<file path="config.mk">
export PLATFORM = sky130hd
export DESIGN_NAME = lsau_top
export DESIGN_NICKNAME = d
export VERILOG_FILES = /design/src/pkg/lsau_pkg.sv /design/src/design/lsau_limit_cmp.sv /design/src/design/lsau_top.sv
export SDC_FILE = /design/constraint.sdc
export NUM_CORES = 1
export LEC_CHECK = 0
export ABC_AREA = 1
export ABC_CLOCK_PERIOD_IN_PS = 1700
export BUFFER_PORTS_ARGS = -buffer_cell sky130_fd_sc_hd__buf_2
export CORE_MARGIN = 2
export CORE_UTILIZATION = 48
export CTS_CLUSTER_DIAMETER = 200
export DETAILED_ROUTE_END_ITERATION = 16
export GPL_TIMING_DRIVEN = 0
export MAX_ROUTING_LAYER = met4
export PLACE_DENSITY = 0.83
export RECOVER_POWER = 100
export SYNTH_ARGS = -nofsm -noshare
export SYNTH_HDL_FRONTEND = slang
export SYNTH_SLANG_ARGS = --single-unit
</file>
<file path="constraint.sdc">
create_clock -name clk -period 1.7 [get_ports clk]
set_clock_uncertainty 0.05 [all_clocks]
set_input_delay 0.34 -clock clk [delete_from_list [all_inputs] [get_ports clk]]
set_output_delay 0.34 -clock clk [all_outputs]
set_load 0.01 [all_outputs]
</file>
<file path="src/pkg/lsau_pkg.sv">
package lsau_pkg;

  // ---------------------------------------------------------------------------
  // Widths and channel counts
  // ---------------------------------------------------------------------------
  localparam int REG_W = 8;
  localparam int ANA_W = 8;
  localparam int TACH_W = 16;
  localparam int ANA_COUNT = 5;
  localparam int FAN_COUNT = 4;
  localparam int DIODE_COUNT = 2;

  // Analog channel order on the measurement inputs.
  localparam int ANA_RAIL = 0;
  localparam int ANA_SUPPLY = 1;
  localparam int ANA_REMOTE_ONE = 2;
  localparam int ANA_LOCAL = 3;
  localparam int ANA_REMOTE_TWO = 4;
  // Temperatures are two's complement, voltages are unsigned codes.
  localparam logic [ANA_COUNT-1:0] ANA_SIGNED = 5'h1C;

  // Fan channel order on the tachometer inputs.
  localparam int FAN_ONE = 0;
  localparam int FAN_TWO = 1;
  localparam int FAN_THREE = 2;
  localparam int FAN_FOUR = 3;

  // ---------------------------------------------------------------------------
  // Register offsets
  // ---------------------------------------------------------------------------
  localparam logic [REG_W-1:0] STATUS_ONE_ADDR = 8'h41;
  localparam logic [REG_W-1:0] STATUS_TWO_ADDR = 8'h42;
  localparam logic [REG_W-1:0] ALERT_MASK_ONE_ADDR = 8'h74;
  localparam logic [REG_W-1:0] ALERT_MASK_TWO_ADDR = 8'h75;

  // ---------------------------------------------------------------------------
  // Field positions
  // ---------------------------------------------------------------------------
  localparam int S1_SECOND_BANK_SUMMARY = 7;
  localparam int S1_REMOTE_TWO_TEMP_FLAG = 6;
  localparam int S1_LOCAL_TEMP_FLAG = 5;
  localparam int S1_REMOTE_ONE_TEMP_FLAG = 4;
  localparam int S1_SUPPLY_FLAG = 2;
  localparam int S1_RAIL_FLAG = 0;

  localparam int S2_DIODE_TWO_FAULT = 7;
  localparam int S2_DIODE_ONE_FAULT = 6;
  localparam int S2_FAN_FOUR_OR_TIMER_FLAG = 5;
  localparam int S2_FAN_THREE_SLOW = 4;
  localparam int S2_FAN_TWO_SLOW = 3;
  localparam int S2_FAN_ONE_SLOW = 2;
  localparam int S2_OVERTEMP_TRIP_FLAG = 1;

  // Implemented bits; everything else reads as zero and ignores writes, except status one bit 7, the summary.
  localparam logic [REG_W-1:0] STATUS_ONE_FLAGS = 8'h75;
  localparam logic [REG_W-1:0] STATUS_TWO_FLAGS = 8'hFE;
  localparam logic [REG_W-1:0] ALERT_MASK_ONE_USED = 8'hF5;
  localparam logic [REG_W-1:0] ALERT_MASK_TWO_USED = 8'hFE;

  // ---------------------------------------------------------------------------
  // Reset and idle values
  // ---------------------------------------------------------------------------
  localparam logic [REG_W-1:0] FLAGS_RESET = 8'h00;
  localparam logic [REG_W-1:0] ALERT_MASK_RESET = 8'h00;
  localparam logic [REG_W-1:0] READ_IDLE = 8'h00;

  // ---------------------------------------------------------------------------
  // Types
  // ---------------------------------------------------------------------------
  typedef enum {
    SEL_NONE,
    SEL_STATUS_ONE,
    SEL_STATUS_TWO,
    SEL_MASK_ONE,
    SEL_MASK_TWO
  } lsau_reg_sel_type;

  typedef struct packed {
    logic rdEn;
    logic wrEn;
    logic [REG_W-1:0] addr;
    logic [REG_W-1:0] wrData;
  } lsau_reg_req_type;

  typedef struct packed {
    logic [ANA_COUNT-1:0] valid;
    logic [ANA_COUNT-1:0][ANA_W-1:0] value;
    logic [ANA_COUNT-1:0][ANA_W-1:0] lowLimit;
    logic [ANA_COUNT-1:0][ANA_W-1:0] highLimit;
  } lsau_analog_type;

  typedef struct packed {
    logic [FAN_COUNT-1:0] valid;
    logic [FAN_COUNT-1:0][TACH_W-1:0] period;
    logic [FAN_COUNT-1:0][TACH_W-1:0] periodLimit;
  } lsau_tach_type;

  typedef struct packed {
    logic [DIODE_COUNT-1:0] diodeFault;
    logic overtempTrip;
    logic timerLimitExceeded;
    logic hotTripPinMode;
  } lsau_event_type;

endpackage

</file>
<file path="src/design/lsau_limit_cmp.sv">
`timescale 1ns/100ps
module lsau_limit_cmp #(
  parameter int WIDTH = 8,
  parameter bit SIGNED_CMP = 1'b0,
  parameter bit HAS_LOW = 1'b1
) (
  input wire logic [WIDTH-1:0] value,
  input wire logic [WIDTH-1:0] lowLimit,
  input wire logic [WIDTH-1:0] highLimit,
  output logic outOfLimit
);

  logic aboveHigh;
  logic atOrBelowLow;

  // ---------------------------------------------------------------------------
  // Comparison
  // ---------------------------------------------------------------------------
  // A reading equal to the high limit is still in range, one equal to the
  // low limit is already out of range.
  always_comb begin
    if (SIGNED_CMP) begin
      aboveHigh = $signed(value) > $signed(highLimit);
      atOrBelowLow = $signed(value) <= $signed(lowLimit);
    end else begin
      aboveHigh = value > highLimit;
      atOrBelowLow = value <= lowLimit;
    end
    outOfLimit = aboveHigh | (HAS_LOW & atOrBelowLow);
  end

endmodule

</file>
<file path="src/design/lsau_top.sv">
// Notes on behaviour
// A failed limit comparison sets that channel's status flag.
// Status one bit 7 reads 1 while any status two flag is set.
// Flags are sticky; only a status register read can clear them.
// A read clears a flag only if its condition has gone away.
// Alert stays low while unmasked source out of limit, then until read.
// Status one: remote-2 bit 6, local 5, remote-1 4, supply 2, rail 0.
// Status two bit 7 diode-2 fault, bit 6 diode-1 fault.
// Status two bits 4, 3, 2 flag fans 3, 2, 1 too slow.
// Status two bit 5 flags fan 4 slow, or timer limit in trip mode.
// Status two bit 1 flags overtemperature trip; bit 0 unused.
// Mask one bit 7 keeps all status two sources off the alert.
// Mask one bits 6, 5, 4, 2, 0 mask the matching status one sources.
// Mask two bits 7..1 mask diodes, fans 4..1 and overtemperature.
// In trip-pin mode mask two bit 5 masks timer events instead.
// Masks gate only the alert; status flags still set.
// Alert function is offered on a pin output for the supervisor.
// Host polls or reacts to alert by reading status registers.
// Host masks offending source, polls, unmasks after flag clears.
// High limit fails when strictly greater, low when less or equal.
// Alert output stays disabled after reset until enabled.
// Unused status and mask bits read zero and ignore writes.
// Alert is active-low open-drain, released when nothing unmasked pends.
`timescale 1ns/100ps
module lsau_top (
  input wire logic clk,
  input wire logic sys_rst,
  input lsau_pkg::lsau_reg_req_type regReq,
  output logic [lsau_pkg::REG_W-1:0] regRdData,
  output logic regRdValid,
  input lsau_pkg::lsau_analog_type analog,
  input lsau_pkg::lsau_tach_type tach,
  input lsau_pkg::lsau_event_type events,
  input wire logic alertEnable,
  output logic alertOutN,
  output logic alertOe
);
  import lsau_pkg::*;

  // ---------------------------------------------------------------------------
  // Declarations
  // ---------------------------------------------------------------------------
  lsau_reg_sel_type regSel;
  logic [ANA_COUNT-1:0] anaFail;
  logic [FAN_COUNT-1:0] fanFail;
  logic [ANA_COUNT-1:0] anaCond_q;
  logic [FAN_COUNT-1:0] fanCond_q;
  logic [ANA_COUNT-1:0] anaCondNow;
  logic [FAN_COUNT-1:0] fanCondNow;
  logic [REG_W-1:0] oneSet;
  logic [REG_W-1:0] oneCond;
  logic [REG_W-1:0] twoSet;
  logic [REG_W-1:0] twoCond;
  logic [REG_W-1:0] statusOne_q;
  logic [REG_W-1:0] statusOne_d;
  logic [REG_W-1:0] statusTwo_q;
  logic [REG_W-1:0] statusTwo_d;
  logic [REG_W-1:0] alertMaskOne_q;
  logic [REG_W-1:0] alertMaskTwo_q;
  logic [REG_W-1:0] statusOneView;
  logic readOne;
  logic readTwo;
  logic writeMaskOne;
  logic writeMaskTwo;
  logic secondBankSummary;
  logic onePending;
  logic twoPending;
  logic [REG_W-1:0] oneAlertSrc;
  logic [REG_W-1:0] twoAlertSrc;
  logic alertDrive_d;
  logic [REG_W-1:0] regRdData_d;
  logic alertOe_q;
  logic alertOutN_q;
  logic [REG_W-1:0] regRdData_q;
  logic regRdValid_q;

  // ---------------------------------------------------------------------------
  // Limit comparators
  // ---------------------------------------------------------------------------
  for (genvar i = 0; i < ANA_COUNT; i++) begin : gAna
    lsau_limit_cmp #(
      .WIDTH(ANA_W),
      .SIGNED_CMP(ANA_SIGNED[i]),
      .HAS_LOW(1'b1)
    ) uCmp (
      .value(analog.value[i]),
      .lowLimit(analog.lowLimit[i]),
      .highLimit(analog.highLimit[i]),
      .outOfLimit(anaFail[i])
    );
  end

  // A tach period above its limit means a slow or stalled fan; no low limit.
  for (genvar i = 0; i < FAN_COUNT; i++) begin : gFan
    lsau_limit_cmp #(
      .WIDTH(TACH_W),
      .SIGNED_CMP(1'b0),
      .HAS_LOW(1'b0)
    ) uCmp (
      .value(tach.period[i]),
      .lowLimit('0),
      .highLimit(tach.periodLimit[i]),
      .outOfLimit(fanFail[i])
    );
  end

  // ---------------------------------------------------------------------------
  // Last comparison result per channel
  // ---------------------------------------------------------------------------
  // The condition of a measured channel only changes when a new result
  // arrives, so the last verdict is held between measurements.
  always_ff @(posedge clk or posedge sys_rst) begin
    if (sys_rst) begin
      anaCond_q <= '0;
    end else begin
      for (int i = 0; i < ANA_COUNT; i++) begin
        if (analog.valid[i]) begin
          anaCond_q[i] <= anaFail[i];
        end
      end
    end
  end

  always_ff @(posedge clk or posedge sys_rst) begin
    if (sys_rst) begin
      fanCond_q <= '0;
    end else begin
      for (int i = 0; i < FAN_COUNT; i++) begin
        if (tach.valid[i]) begin
          fanCond_q[i] <= fanFail[i];
        end
      end
    end
  end

  always_comb begin
    for (int i = 0; i < ANA_COUNT; i++) begin
      anaCondNow[i] = analog.valid[i] ? anaFail[i] : anaCond_q[i];
    end
    for (int i = 0; i < FAN_COUNT; i++) begin
      fanCondNow[i] = tach.valid[i] ? fanFail[i] : fanCond_q[i];
    end
  end

  // ---------------------------------------------------------------------------
  // Flag set events and live conditions
  // ---------------------------------------------------------------------------
  always_comb begin
    oneSet = '0;
    oneCond = '0;
    twoSet = '0;
    twoCond = '0;
    oneSet[S1_REMOTE_TWO_TEMP_FLAG] = analog.valid[ANA_REMOTE_TWO] &
      anaFail[ANA_REMOTE_TWO];
    oneSet[S1_LOCAL_TEMP_FLAG] = analog.valid[ANA_LOCAL] & anaFail[ANA_LOCAL];
    oneSet[S1_REMOTE_ONE_TEMP_FLAG] = analog.valid[ANA_REMOTE_ONE] &
      anaFail[ANA_REMOTE_ONE];
    oneSet[S1_SUPPLY_FLAG] = analog.valid[ANA_SUPPLY] & anaFail[ANA_SUPPLY];
    oneSet[S1_RAIL_FLAG] = analog.valid[ANA_RAIL] & anaFail[ANA_RAIL];
    oneCond[S1_REMOTE_TWO_TEMP_FLAG] = anaCondNow[ANA_REMOTE_TWO];
    oneCond[S1_LOCAL_TEMP_FLAG] = anaCondNow[ANA_LOCAL];
    oneCond[S1_REMOTE_ONE_TEMP_FLAG] = anaCondNow[ANA_REMOTE_ONE];
    oneCond[S1_SUPPLY_FLAG] = anaCondNow[ANA_SUPPLY];
    oneCond[S1_RAIL_FLAG] = anaCondNow[ANA_RAIL];

    // Diode faults and the trip input are levels, present every cycle.
    twoSet[S2_DIODE_TWO_FAULT] = events.diodeFault[1];
    twoSet[S2_DIODE_ONE_FAULT] = events.diodeFault[0];
    twoCond[S2_DIODE_TWO_FAULT] = events.diodeFault[1];
    twoCond[S2_DIODE_ONE_FAULT] = events.diodeFault[0];
    if (events.hotTripPinMode) begin
      twoSet[S2_FAN_FOUR_OR_TIMER_FLAG] = events.timerLimitExceeded;
      twoCond[S2_FAN_FOUR_OR_TIMER_FLAG] = events.timerLimitExceeded;
    end else begin
      twoSet[S2_FAN_FOUR_OR_TIMER_FLAG] = tach.valid[FAN_FOUR] & fanFail[FAN_FOUR];
      twoCond[S2_FAN_FOUR_OR_TIMER_FLAG] = fanCondNow[FAN_FOUR];
    end
    twoSet[S2_FAN_THREE_SLOW] = tach.valid[FAN_THREE] & fanFail[FAN_THREE];
    twoSet[S2_FAN_TWO_SLOW] = tach.valid[FAN_TWO] & fanFail[FAN_TWO];
    twoSet[S2_FAN_ONE_SLOW] = tach.valid[FAN_ONE] & fanFail[FAN_ONE];
    twoCond[S2_FAN_THREE_SLOW] = fanCondNow[FAN_THREE];
    twoCond[S2_FAN_TWO_SLOW] = fanCondNow[FAN_TWO];
    twoCond[S2_FAN_ONE_SLOW] = fanCondNow[FAN_ONE];
    twoSet[S2_OVERTEMP_TRIP_FLAG] = events.overtempTrip;
    twoCond[S2_OVERTEMP_TRIP_FLAG] = events.overtempTrip;
  end

  // ---------------------------------------------------------------------------
  // Register decode
  // ---------------------------------------------------------------------------
  always_comb begin
    case (regReq.addr)
      STATUS_ONE_ADDR: begin
        regSel = SEL_STATUS_ONE;
      end
      STATUS_TWO_ADDR: begin
        regSel = SEL_STATUS_TWO;
      end
      ALERT_MASK_ONE_ADDR: begin
        regSel = SEL_MASK_ONE;
      end
      ALERT_MASK_TWO_ADDR: begin
        regSel = SEL_MASK_TWO;
      end
      default: begin
        regSel = SEL_NONE;
      end
    endcase
  end

  assign readOne = regReq.rdEn && (regSel == SEL_STATUS_ONE);
  assign readTwo = regReq.rdEn && (regSel == SEL_STATUS_TWO);
  // Writes to the status registers find no strobe here and are dropped.
  assign writeMaskOne = regReq.wrEn && (regSel == SEL_MASK_ONE);
  assign writeMaskTwo = regReq.wrEn && (regSel == SEL_MASK_TWO);

  // ---------------------------------------------------------------------------
  // Sticky status flags
  // ---------------------------------------------------------------------------
  // A read drops only flags whose condition is gone; a new failure in the
  // same cycle as the read keeps its flag, so no event is lost.
  always_comb begin
    statusOne_d = statusOne_q;
    statusTwo_d = statusTwo_q;
    if (readOne) begin
      statusOne_d = statusOne_q & oneCond;
    end
    if (readTwo) begin
      statusTwo_d = statusTwo_q & twoCond;
    end
    statusOne_d = (statusOne_d | oneSet) & STATUS_ONE_FLAGS;
    statusTwo_d = (statusTwo_d | twoSet) & STATUS_TWO_FLAGS;
  end

  always_ff @(posedge clk or posedge sys_rst) begin
    if (sys_rst) begin
      statusOne_q <= FLAGS_RESET;
      statusTwo_q <= FLAGS_RESET;
    end else begin
      statusOne_q <= statusOne_d;
      statusTwo_q <= statusTwo_d;
    end
  end

  // Bit 7 is not stored: it follows status two, so it drops with the very
  // read that empties status two and can never disagree with it.
  always_comb begin
    secondBankSummary = |statusTwo_q;
    statusOneView = statusOne_q;
    statusOneView[S1_SECOND_BANK_SUMMARY] = secondBankSummary;
  end

  // ---------------------------------------------------------------------------
  // Alert masks
  // ---------------------------------------------------------------------------
  always_ff @(posedge clk or posedge sys_rst) begin
    if (sys_rst) begin
      alertMaskOne_q <= ALERT_MASK_RESET;
      alertMaskTwo_q <= ALERT_MASK_RESET;
    end else begin
      if (writeMaskOne) begin
        alertMaskOne_q <= regReq.wrData & ALERT_MASK_ONE_USED;
      end
      if (writeMaskTwo) begin
        alertMaskTwo_q <= regReq.wrData & ALERT_MASK_TWO_USED;
      end
    end
  end

  // ---------------------------------------------------------------------------
  // Read port
  // ---------------------------------------------------------------------------
  // Data are captured at the same edge that clears flags, so the host sees
  // the flags as they stood before its own read.
  always_comb begin
    case (regSel)
      SEL_STATUS_ONE: begin
        regRdData_d = statusOneView;
      end
      SEL_STATUS_TWO: begin
        regRdData_d = statusTwo_q;
      end
      SEL_MASK_ONE: begin
        regRdData_d = alertMaskOne_q;
      end
      SEL_MASK_TWO: begin
        regRdData_d = alertMaskTwo_q;
      end
      default: begin
        regRdData_d = READ_IDLE;
      end
    endcase
  end

  always_ff @(posedge clk or posedge sys_rst) begin
    if (sys_rst) begin
      regRdValid_q <= 1'b0;
    end else begin
      regRdValid_q <= regReq.rdEn;
    end
  end

  // Read data hold between reads, so a slow host may pick them up late.
  always_ff @(posedge clk or posedge sys_rst) begin
    if (sys_rst) begin
      regRdData_q <= READ_IDLE;
    end else if (regReq.rdEn) begin
      regRdData_q <= regRdData_d;
    end
  end

  // ---------------------------------------------------------------------------
  // Alert output
  // ---------------------------------------------------------------------------
  // Live conditions are included beside the flags so the alert follows a
  // failure in the very cycle its flag is set, not one cycle later.
  // The enable gates only the pin; flags keep collecting while it is low, so
  // turning the alert on later still reports what happened meanwhile.
  always_comb begin
    oneAlertSrc = (statusOne_q | oneCond) & ~alertMaskOne_q & STATUS_ONE_FLAGS;
    twoAlertSrc = (statusTwo_q | twoCond) & ~alertMaskTwo_q & STATUS_TWO_FLAGS;
    onePending = |oneAlertSrc;
    twoPending = (|twoAlertSrc) & ~alertMaskOne_q[S1_SECOND_BANK_SUMMARY];
    alertDrive_d = alertEnable & (onePending | twoPending);
  end

  // The pin is only ever pulled low; the board pull-up makes the high level.
  always_ff @(posedge clk or posedge sys_rst) begin
    if (sys_rst) begin
      alertOe_q <= 1'b0;
      alertOutN_q <= 1'b1;
    end else begin
      alertOe_q <= alertDrive_d;
      alertOutN_q <= ~alertDrive_d;
    end
  end

  assign alertOe = alertOe_q;
  assign alertOutN = alertOutN_q;
  assign regRdData = regRdData_q;
  assign regRdValid = regRdValid_q;

endmodule

</file>
==> summary.txt, run 1 <==
result of the run = complete, but fails checks
failing checks = setup timing
Fin Hold WS = 0.147 ns
Setup-failing EPs final = 2
Critical Path Source Type = input pin
power share of the sequential group = 30.7%
overall die width = 116 um
first-pass GRT wire length = 25700 um
residual antenna-violating net count after detailed routing = 0
number of buffers created by CTS = 5
worst voltage drop across the vdd grid = 0.000346 V
library cell occupying the most area in the post-synthesis netlist = sky130_fd_sc_hd__ha_1
clock period minus worst slack = 1.77 ns
number of global-route vias before repair = 6434
share of post-route cells with drive strength above 1 = 36.3%
CTS Sinks = 45
antenna violations before repair = 4
post-synthesis compound-gate area fraction = 12.1%
Switch Pwr = 1.27 mW
1st-pass router iterations = 6
full die area = 13400 um^2
per-instance average area after synthesis = 6.72 um^2
filler instances = 1018
multiplexer fraction of the synthesized cell area = 0.188%
height of the die = 116 um
H-Tree Level Count = 2
1st-iter DRT viols = 220
total of max-cap violations = 0
routed vias = 6647
final standard cell area without fillers = 8700 um^2
total core area = 12100 um^2
pin count of the biggest net entering global routing = 40
post-synthesis share of cell area spent on full adders, half adders and majority gates = 30.0%
clock-pin slew on the worst setup and hold paths = 0.06 ns
category of the worst setup path capture point = flip-flop
vias per std cell = 4.83
warnings from Yosys = 0
average detailed-routed wire length per instance = 12.8 um
register bit total from synthesis = 45
Rows = 40
Congestion Overflow GR = 0
CP endpoint = alertOutN$_DFF_PP1_
worst flop-to-flop path startpoint = statusTwo_q[3]$_DFF_PP0_
startpoint of the worst setup timing path = analog[18]
post-synthesis to final-layout area growth = 45.0%
Unique masters post-synth = 36
number of buffers between clock root and the deepest sink = 2
timing-limited maximum frequency = 0.566 GHz
Tightest Hold Check Type = in2reg
Max-Slew Margin vs Limit = 64.8%
Post-Syn Area = 6000 um^2
unrepaired setup endpoints after global routing = yes
depth of the worst register-to-register path = 6
net count after synthesis = 1319
Port Buffers = 293
Crit Path Max Fanout = 3
reg2reg setup slack = 0.28 ns
area share of xor/xnor cells in the synthesized design = 0%
portion of the post-synthesis area used by sequential elements = 18.8%
detailed placement HPWL = 13900 um
routability congestion estimate from global placement = 0.913
initial core utilization = 49.5%
simple-gate area share of the yosys netlist = 23.5%
endpoint of the lowest-slack register-to-register path = regRdData[7]$_DFFE_PP0P_
fraction of power consumed by the clock network = 24.6%
Final Max Tran Viols = 0
number of top-level pins = 294
end-of-flow core utilization = 71.8%
overall routing resource usage = 24.2%
clock latency on the worst-skew pair = 0.29 ns
root cell of the clock tree = sky130_fd_sc_hd__clkbuf_16
setup slack after placement = -0.407 ns
final net count = 1629
main combinational cell family by area after synthesis = adder cells
path type of the worst setup path = in2reg
Final Hold Vio Count = 0
top cell type's share of synthesized area = 30.0%
Combinational Power Share = 44.7%
Pint = 2.48 mW
actual transition at the worst max-transition pin = 0.528 ns
leakage dissipation = 5.15 nW
power density over the cells = 431 nW/um^2
total DRC errors in the routed layout = 0
Cell Count, Final, Fillers Out = 1375
post-route fraction of the period consumed by the critical path = 104%
Fin Setup TNS = -0.133 ns
Tot Pwr = 3.75 mW
switching portion of total power = 33.8%
post-detailed-placement cell area = 7710 um^2
number of cells in the design after placement = 1354
top area cells in the synthesized netlist = sky130_fd_sc_hd__ha_1 30%, sky130_fd_sc_hd__dfrtp_1 18%, sky130_fd_sc_hd__inv_1 15%, sky130_fd_sc_hd__nand2_1 14%, sky130_fd_sc_hd__a21oi_1 5.3%
Worst Slack Setup Final = -0.0673 ns
TritonCTS clock tree = yes
cell count after synthesis = 892
arrival time at the worst endpoint = 1.95 ns
required time worst endpoint = 1.88 ns
total detailed-routing wirelength = 17700 um
cell usage in the layout, fill, tap and decap left out, types with 14 or more instances in the layout:
master                     instances
sky130_fd_sc_hd__nand2_2          32
sky130_fd_sc_hd__o21ai_0          25
sky130_fd_sc_hd__nand3_1          20
sky130_fd_sc_hd__buf_2           265
sky130_fd_sc_hd__ha_1            110
sky130_fd_sc_hd__nand2_1         186
sky130_fd_sc_hd__dfrtp_1          44
sky130_fd_sc_hd__clkbuf_1         15
sky130_fd_sc_hd__a21oi_2          14
sky130_fd_sc_hd__ha_4             34
sky130_fd_sc_hd__inv_1           218
sky130_fd_sc_hd__nor2_1           38
sky130_fd_sc_hd__a21oi_1          50
sky130_fd_sc_hd__inv_2            20
registers in the layout (all words and copies together), names as in the netlist:
register	flops
alertOutN	1
alertOe	1
regRdData	8
alertMaskOne_q	6
fanCond_q	4
regRdValid	1
anaCond_q	5
statusOne_q	5
statusTwo_q	7
alertMaskTwo_q	7
power groups by stage:
stage / clock [mW] / combinational (mW) / sequential [mW]
5_1_grt: 0.987 / 1.92 / 1.16
3_3_place_gp: 0 / 1.31 / 1.17
6_report: 0.924 / 1.68 / 1.15
2_1_floorplan: 0 / 0.809 / 1.17
3_5_place_dp: 0 / 1.37 / 1.17
4_1_cts: 0.936 / 1.46 / 1.15
cell families (layout without fill, tap and decap cells):
| group | Yosys count | after routing |
|---|---|---|
| AO/OA/AOI/OAI | 129 | 129 |
| adder cells (fa/ha/maj) | 144 | 144 |
| buffers and inverters | 244 | 555 |
| flip-flops | 45 | 45 |
| multiplexers | 1 | 1 |
| other | 0 | 4 |
| AND/OR/NAND/NOR | 329 | 329 |
cell type report:
class | count | area, um^2 | area share (%)
Multi-Input combinational cell | 603 | 4660 | 53.5
Timing Repair Buffer | 303 | 1630 | 18.7
Sequential cell | 45 | 1130 | 13.0
Inverter | 241 | 912 | 10.5
Tap cell | 168 | 210 | 2.42
Clock buffer | 7 | 133 | 1.52
Buffer | 3 | 15.0 | 0.173
Antenna cell | 4 | 10.0 | 0.115
Clock inverter | 1 | 5.00 | 0.0575
timing repair:
action | CTS | global route
hold buffers | 1 | 0
setup endpoints to repair | 2 | 11
pin swaps | 41 | 75
setup buffers | 2 | 6
gates resized for setup | 42 | 118
hold endpoints to repair | 6 | 0
critical path: stages:
cell,delay [ns]
sky130_fd_sc_hd__buf_2,0.08
sky130_fd_sc_hd__inv_1,0.06
sky130_fd_sc_hd__ha_1,0.32
sky130_fd_sc_hd__nand2_1,0.09
sky130_fd_sc_hd__nor2_2,0.05
sky130_fd_sc_hd__o21ai_1,0.09
sky130_fd_sc_hd__nand3_1,0.11
sky130_fd_sc_hd__nand2_1,0.11
sky130_fd_sc_hd__nand2_1,0.06
sky130_fd_sc_hd__nand2_1,0.07
sky130_fd_sc_hd__nand2_2,0.06
sky130_fd_sc_hd__nand2_2,0.08
sky130_fd_sc_hd__nand3_2,0.06
sky130_fd_sc_hd__nand2_2,0.06
sky130_fd_sc_hd__nand2_2,0.07
sky130_fd_sc_hd__nor2_4,0.12
sky130_fd_sc_hd__nand2_1,0.06
sky130_fd_sc_hd__nand2_1,0.06
cell usage after synthesis (all sizes together):
| library cell | number |
|---|---|
| nand3b | 1 |
| nor3 | 10 |
| a221oi | 3 |
| nor3b | 5 |
| ha | 144 |
| mux2 | 1 |
| dfrtp | 44 |
| dfstp | 1 |
| o22ai | 7 |
| nor2 | 48 |
| clkbuf | 2 |
| o211ai | 1 |
| nor4 | 2 |
| buf | 1 |
| o41ai | 1 |
| o21bai | 8 |
| nand4 | 10 |
| a21oi | 64 |
| o21ai | 33 |
| o21a | 5 |
| nand2 | 222 |
| o2111ai | 2 |
| a21boi | 2 |
| nand3 | 30 |
| a22oi | 3 |
| or2 | 1 |
| inv | 241 |
worst min path at each step:
stage	startpoint	endpoint	slack, ns	cells after the start
6_report	alertEnable	alertOutN$_DFF_PP1_	0.15	2
5_1_grt	alertEnable	alertOutN$_DFF_PP1_	0.14	2
4_1_cts	alertEnable	alertOutN$_DFF_PP1_	0.15	2
3_5_place_dp	sys_rst	regRdData[0]$_DFFE_PP0P_	0.20	2
3_3_place_gp	statusTwo_q[3]$_DFF_PP0_	statusTwo_q[3]$_DFF_PP0_	0.41	2
2_1_floorplan	regReq[17]	regRdValid$_DFF_PP0_	0.32	0
routing by layer:
metal / track usage (%) / vias to the layer above / wire length (um)
met5: - / - / 0
met1: 25.3 / 2913 / 6680
met3: 4.65 / 39 / 1340
met2: 44.9 / 251 / 9150
li1: - / 3444 / -
met4: 9.21 / 0 / 492
Note: power is estimated with default switching activity, not from simulation.
==> run 2, diff against run 1 <==
- PLACE_DENSITY: 0.83 -> 0.81
==> run 2 against run 1 <==
The flow still finishes with violations (setup timing); setup slack got worse by 0.0040 ns; cell count fell by 0.15%; fmax fell by 0.23%; sequential cell count unchanged; largest power group unchanged; global-route usage is essentially flat; worst hold slack improved by 0.0034 ns; combinational power down 6%; largest cell class unchanged.
==> summary.txt, run 2 (synthesis results as in run 1) <==
startpoint of the worst setup timing path = tach[12]
Crit Path Max Fanout = 3 (unchanged)
depth of the worst register-to-register path = 6 (unchanged)
CTS Sinks = 45 (unchanged)
launch point of the worst hold path = alertEnable
post-detailed-placement cell area = 7710 um^2 (unchanged)
Final Max Tran Viols = 0 (unchanged)
Critical Path Source Type = input pin
clock-pin slew on the worst setup and hold paths = 0.06 ns (about the same)
post-route fraction of the period consumed by the critical path = 104% (+0.24 points)
result of the run = complete, but fails checks
1st-pass router iterations = 4 (-2)
detailed placement HPWL = 13800 um (-0.73%)
H-Tree Level Count = 2 (unchanged)
CP dominant cell by count = sky130_fd_sc_hd__nand2_1
total DRC errors in the routed layout = 0 (unchanged)
endpoint of the lowest-slack register-to-register path = regRdData[7]$_DFFE_PP0P_
routability congestion estimate from global placement = 0.886 (-3.0%)
number of global-route vias before repair = 6286 (-2.3%)
initial core utilization = 49.5% (unchanged)
number of cells in the design after placement = 1354 (unchanged)
post-synthesis to final-layout area growth = 40.7%
actual transition at the worst max-transition pin = 0.520 ns (-0.00891 ns)
total core area = 12100 um^2 (unchanged)
pin count of the biggest net entering global routing = 39 (-2.5%)
overall die width = 116 um (unchanged)
first-pass GRT wire length = 25700 um (-0.16%)
most common cell after layout, fill and taps aside = sky130_fd_sc_hd__buf_2
residual antenna-violating net count after detailed routing = 0 (unchanged)
power density over the cells = 450 nW/um^2 (+4.4%)
leakage dissipation = 5.13 nW (-0.36%)
worst flop-to-flop path startpoint = statusTwo_q[2]$_DFF_PP0_
clock period minus worst slack = 1.77 ns (+0.00404 ns)
slowest cell on the critical path = sky130_fd_sc_hd__ha_1
Fin Hold WS = 0.150 ns (+0.00342 ns)
Setup-failing EPs final = 2 (unchanged)
antenna violations before repair = 2 (-2)
path type of the worst setup path = in2reg
routed vias = 6610 (-0.56%)
worst hold stages = 2 (unchanged)
Fin Setup TNS = -0.141 ns (-0.00804 ns)
number of buffers created by CTS = 5 (unchanged)
root cell of the clock tree = sky130_fd_sc_hd__clkbuf_16
timing-limited maximum frequency = 0.565 GHz (-0.23%)
TritonCTS clock tree = yes
worst voltage drop across the vdd grid = 0.000377 V (+8.8%)
Port Buffers = 293 (unchanged)
number of buffers between clock root and the deepest sink = 2 (unchanged)
total detailed-routing wirelength = 17000 um (-4.0%)
full die area = 13400 um^2 (unchanged)
required time worst endpoint = 1.88 ns (about the same)
final standard cell area without fillers = 8440 um^2 (-3.0%)
number of top-level pins = 294 (unchanged)
arrival time at the worst endpoint = 1.95 ns (about the same)
vias per std cell = 4.81 (-0.41%)
Cell Count, Final, Fillers Out = 1373 (-0.15%)
overall routing resource usage = 24.2% (-0.048 points)
total of max-cap violations = 0 (unchanged)
Tightest Hold Check Type = in2reg
reg2reg setup slack = 0.33 ns (+0.05 ns)
Congestion Overflow GR = 0 (unchanged)
average detailed-routed wire length per instance = 12.4 um (-3.8%)
final net count = 1630 (+0.061%)
hold-critical path endpoint = alertOutN$_DFF_PP1_
height of the die = 116 um (unchanged)
end-of-flow core utilization = 69.7% (-2.1 points)
share of post-route cells with drive strength above 1 = 32.8% (-3.6 points)
Max-Slew Margin vs Limit = 65.4% (+0.59 points)
clock latency on the worst-skew pair = 0.29 ns (about the same)
unrepaired setup endpoints after global routing = yes
ordered list of cells on the worst path = buf_2, inv_1, ha_1, nand4_1, nor3_2, a21boi_1, nand2_2, nand3_2, nand2_1, nand2_1, nor2_1, nand2_1, nand2_2, nand2_1, nand2_1
1st-iter DRT viols = 185 (-16%)
failing checks = setup timing
Final Hold Vio Count = 0 (unchanged)
delay contributed by the slowest stage of the critical path = 0.28 ns (-0.04 ns)
category of the worst setup path capture point = flip-flop
Largest register FFs = 8 (unchanged)
Rows = 40 (unchanged)
Worst Slack Setup Final = -0.0713 ns (-0.00404 ns)
top library cells by usage in the layout, fill and taps aside = 273 x sky130_fd_sc_hd__buf_2, 228 x sky130_fd_sc_hd__inv_1, 206 x sky130_fd_sc_hd__nand2_1
run 2: power breakdown:
part / internal (mW) / total (mW) / switching [mW] / leakage, nW
sequential: 1.13 / 1.15 / 0.0191 / 0.483
clock: 0.682 / 1.07 / 0.387 / 0.0797
combinational: 0.764 / 1.58 / 0.818 / 4.57
total: 2.58 / 3.80 / 1.22 / 5.13
run 2: per-stage QoR:
stage | power, mW | setup WS [ns]
after floorplan | 1.98 | -0.00725
after CTS | 3.67 | 0.00395
after global placement | 2.48 | -0.335
final | 3.80 | -0.0713
after detailed placement | 2.53 | -0.356
after global routing | 4.11 | -0.193
run 2: critical path: cells and delay by family:
family	cells	cell delay, ns
compound gates	1	0.12
fa+ha+maj	1	0.28
buf+inv	2	0.11
simple gates	11	1.09
run 2: worst max-delay path by stage:
stage	to
2_1_floorplan	alertOe$_DFF_PP0_
3_3_place_gp	alertOe$_DFF_PP0_
3_5_place_dp	alertOe$_DFF_PP0_
4_1_cts	alertOe$_DFF_PP0_
5_1_grt	alertOutN$_DFF_PP1_
6_report	alertOutN$_DFF_PP1_
run 2: layout make-up:
cell class / count / area, um^2
multi-input combinational: 603 / 4440
buffer: 3 / 15.0
inverter: 241 / 905
timing repair buffer: 304 / 1580
clock inverter: 2 / 35.0
fill: 1041 / 3670
clock buffer: 5 / 125
sequential: 45 / 1130
antenna: 2 / 5.00
tap: 168 / 210
run 2: metal layers:
metal	share of wire (%)	wire [um]	GRT usage, %	vias to the layer above
met3	6.4	1080	3.61	37
met1	38	6440	25.3	2893
met5	0	0	-	-
li1	-	-	-	3444
met4	2.7	459	7.22	0
met2	53	8990	46.5	236
run 2: timing repair:
action                                  in CTS  in global routing
setup buffers                                4                  5
endpoints found under the hold margin        7                  0
hold buffers                                 1                  0
endpoints found under the setup margin       2                  9
resized for setup                           28                 71
pin swaps                                   21                 58
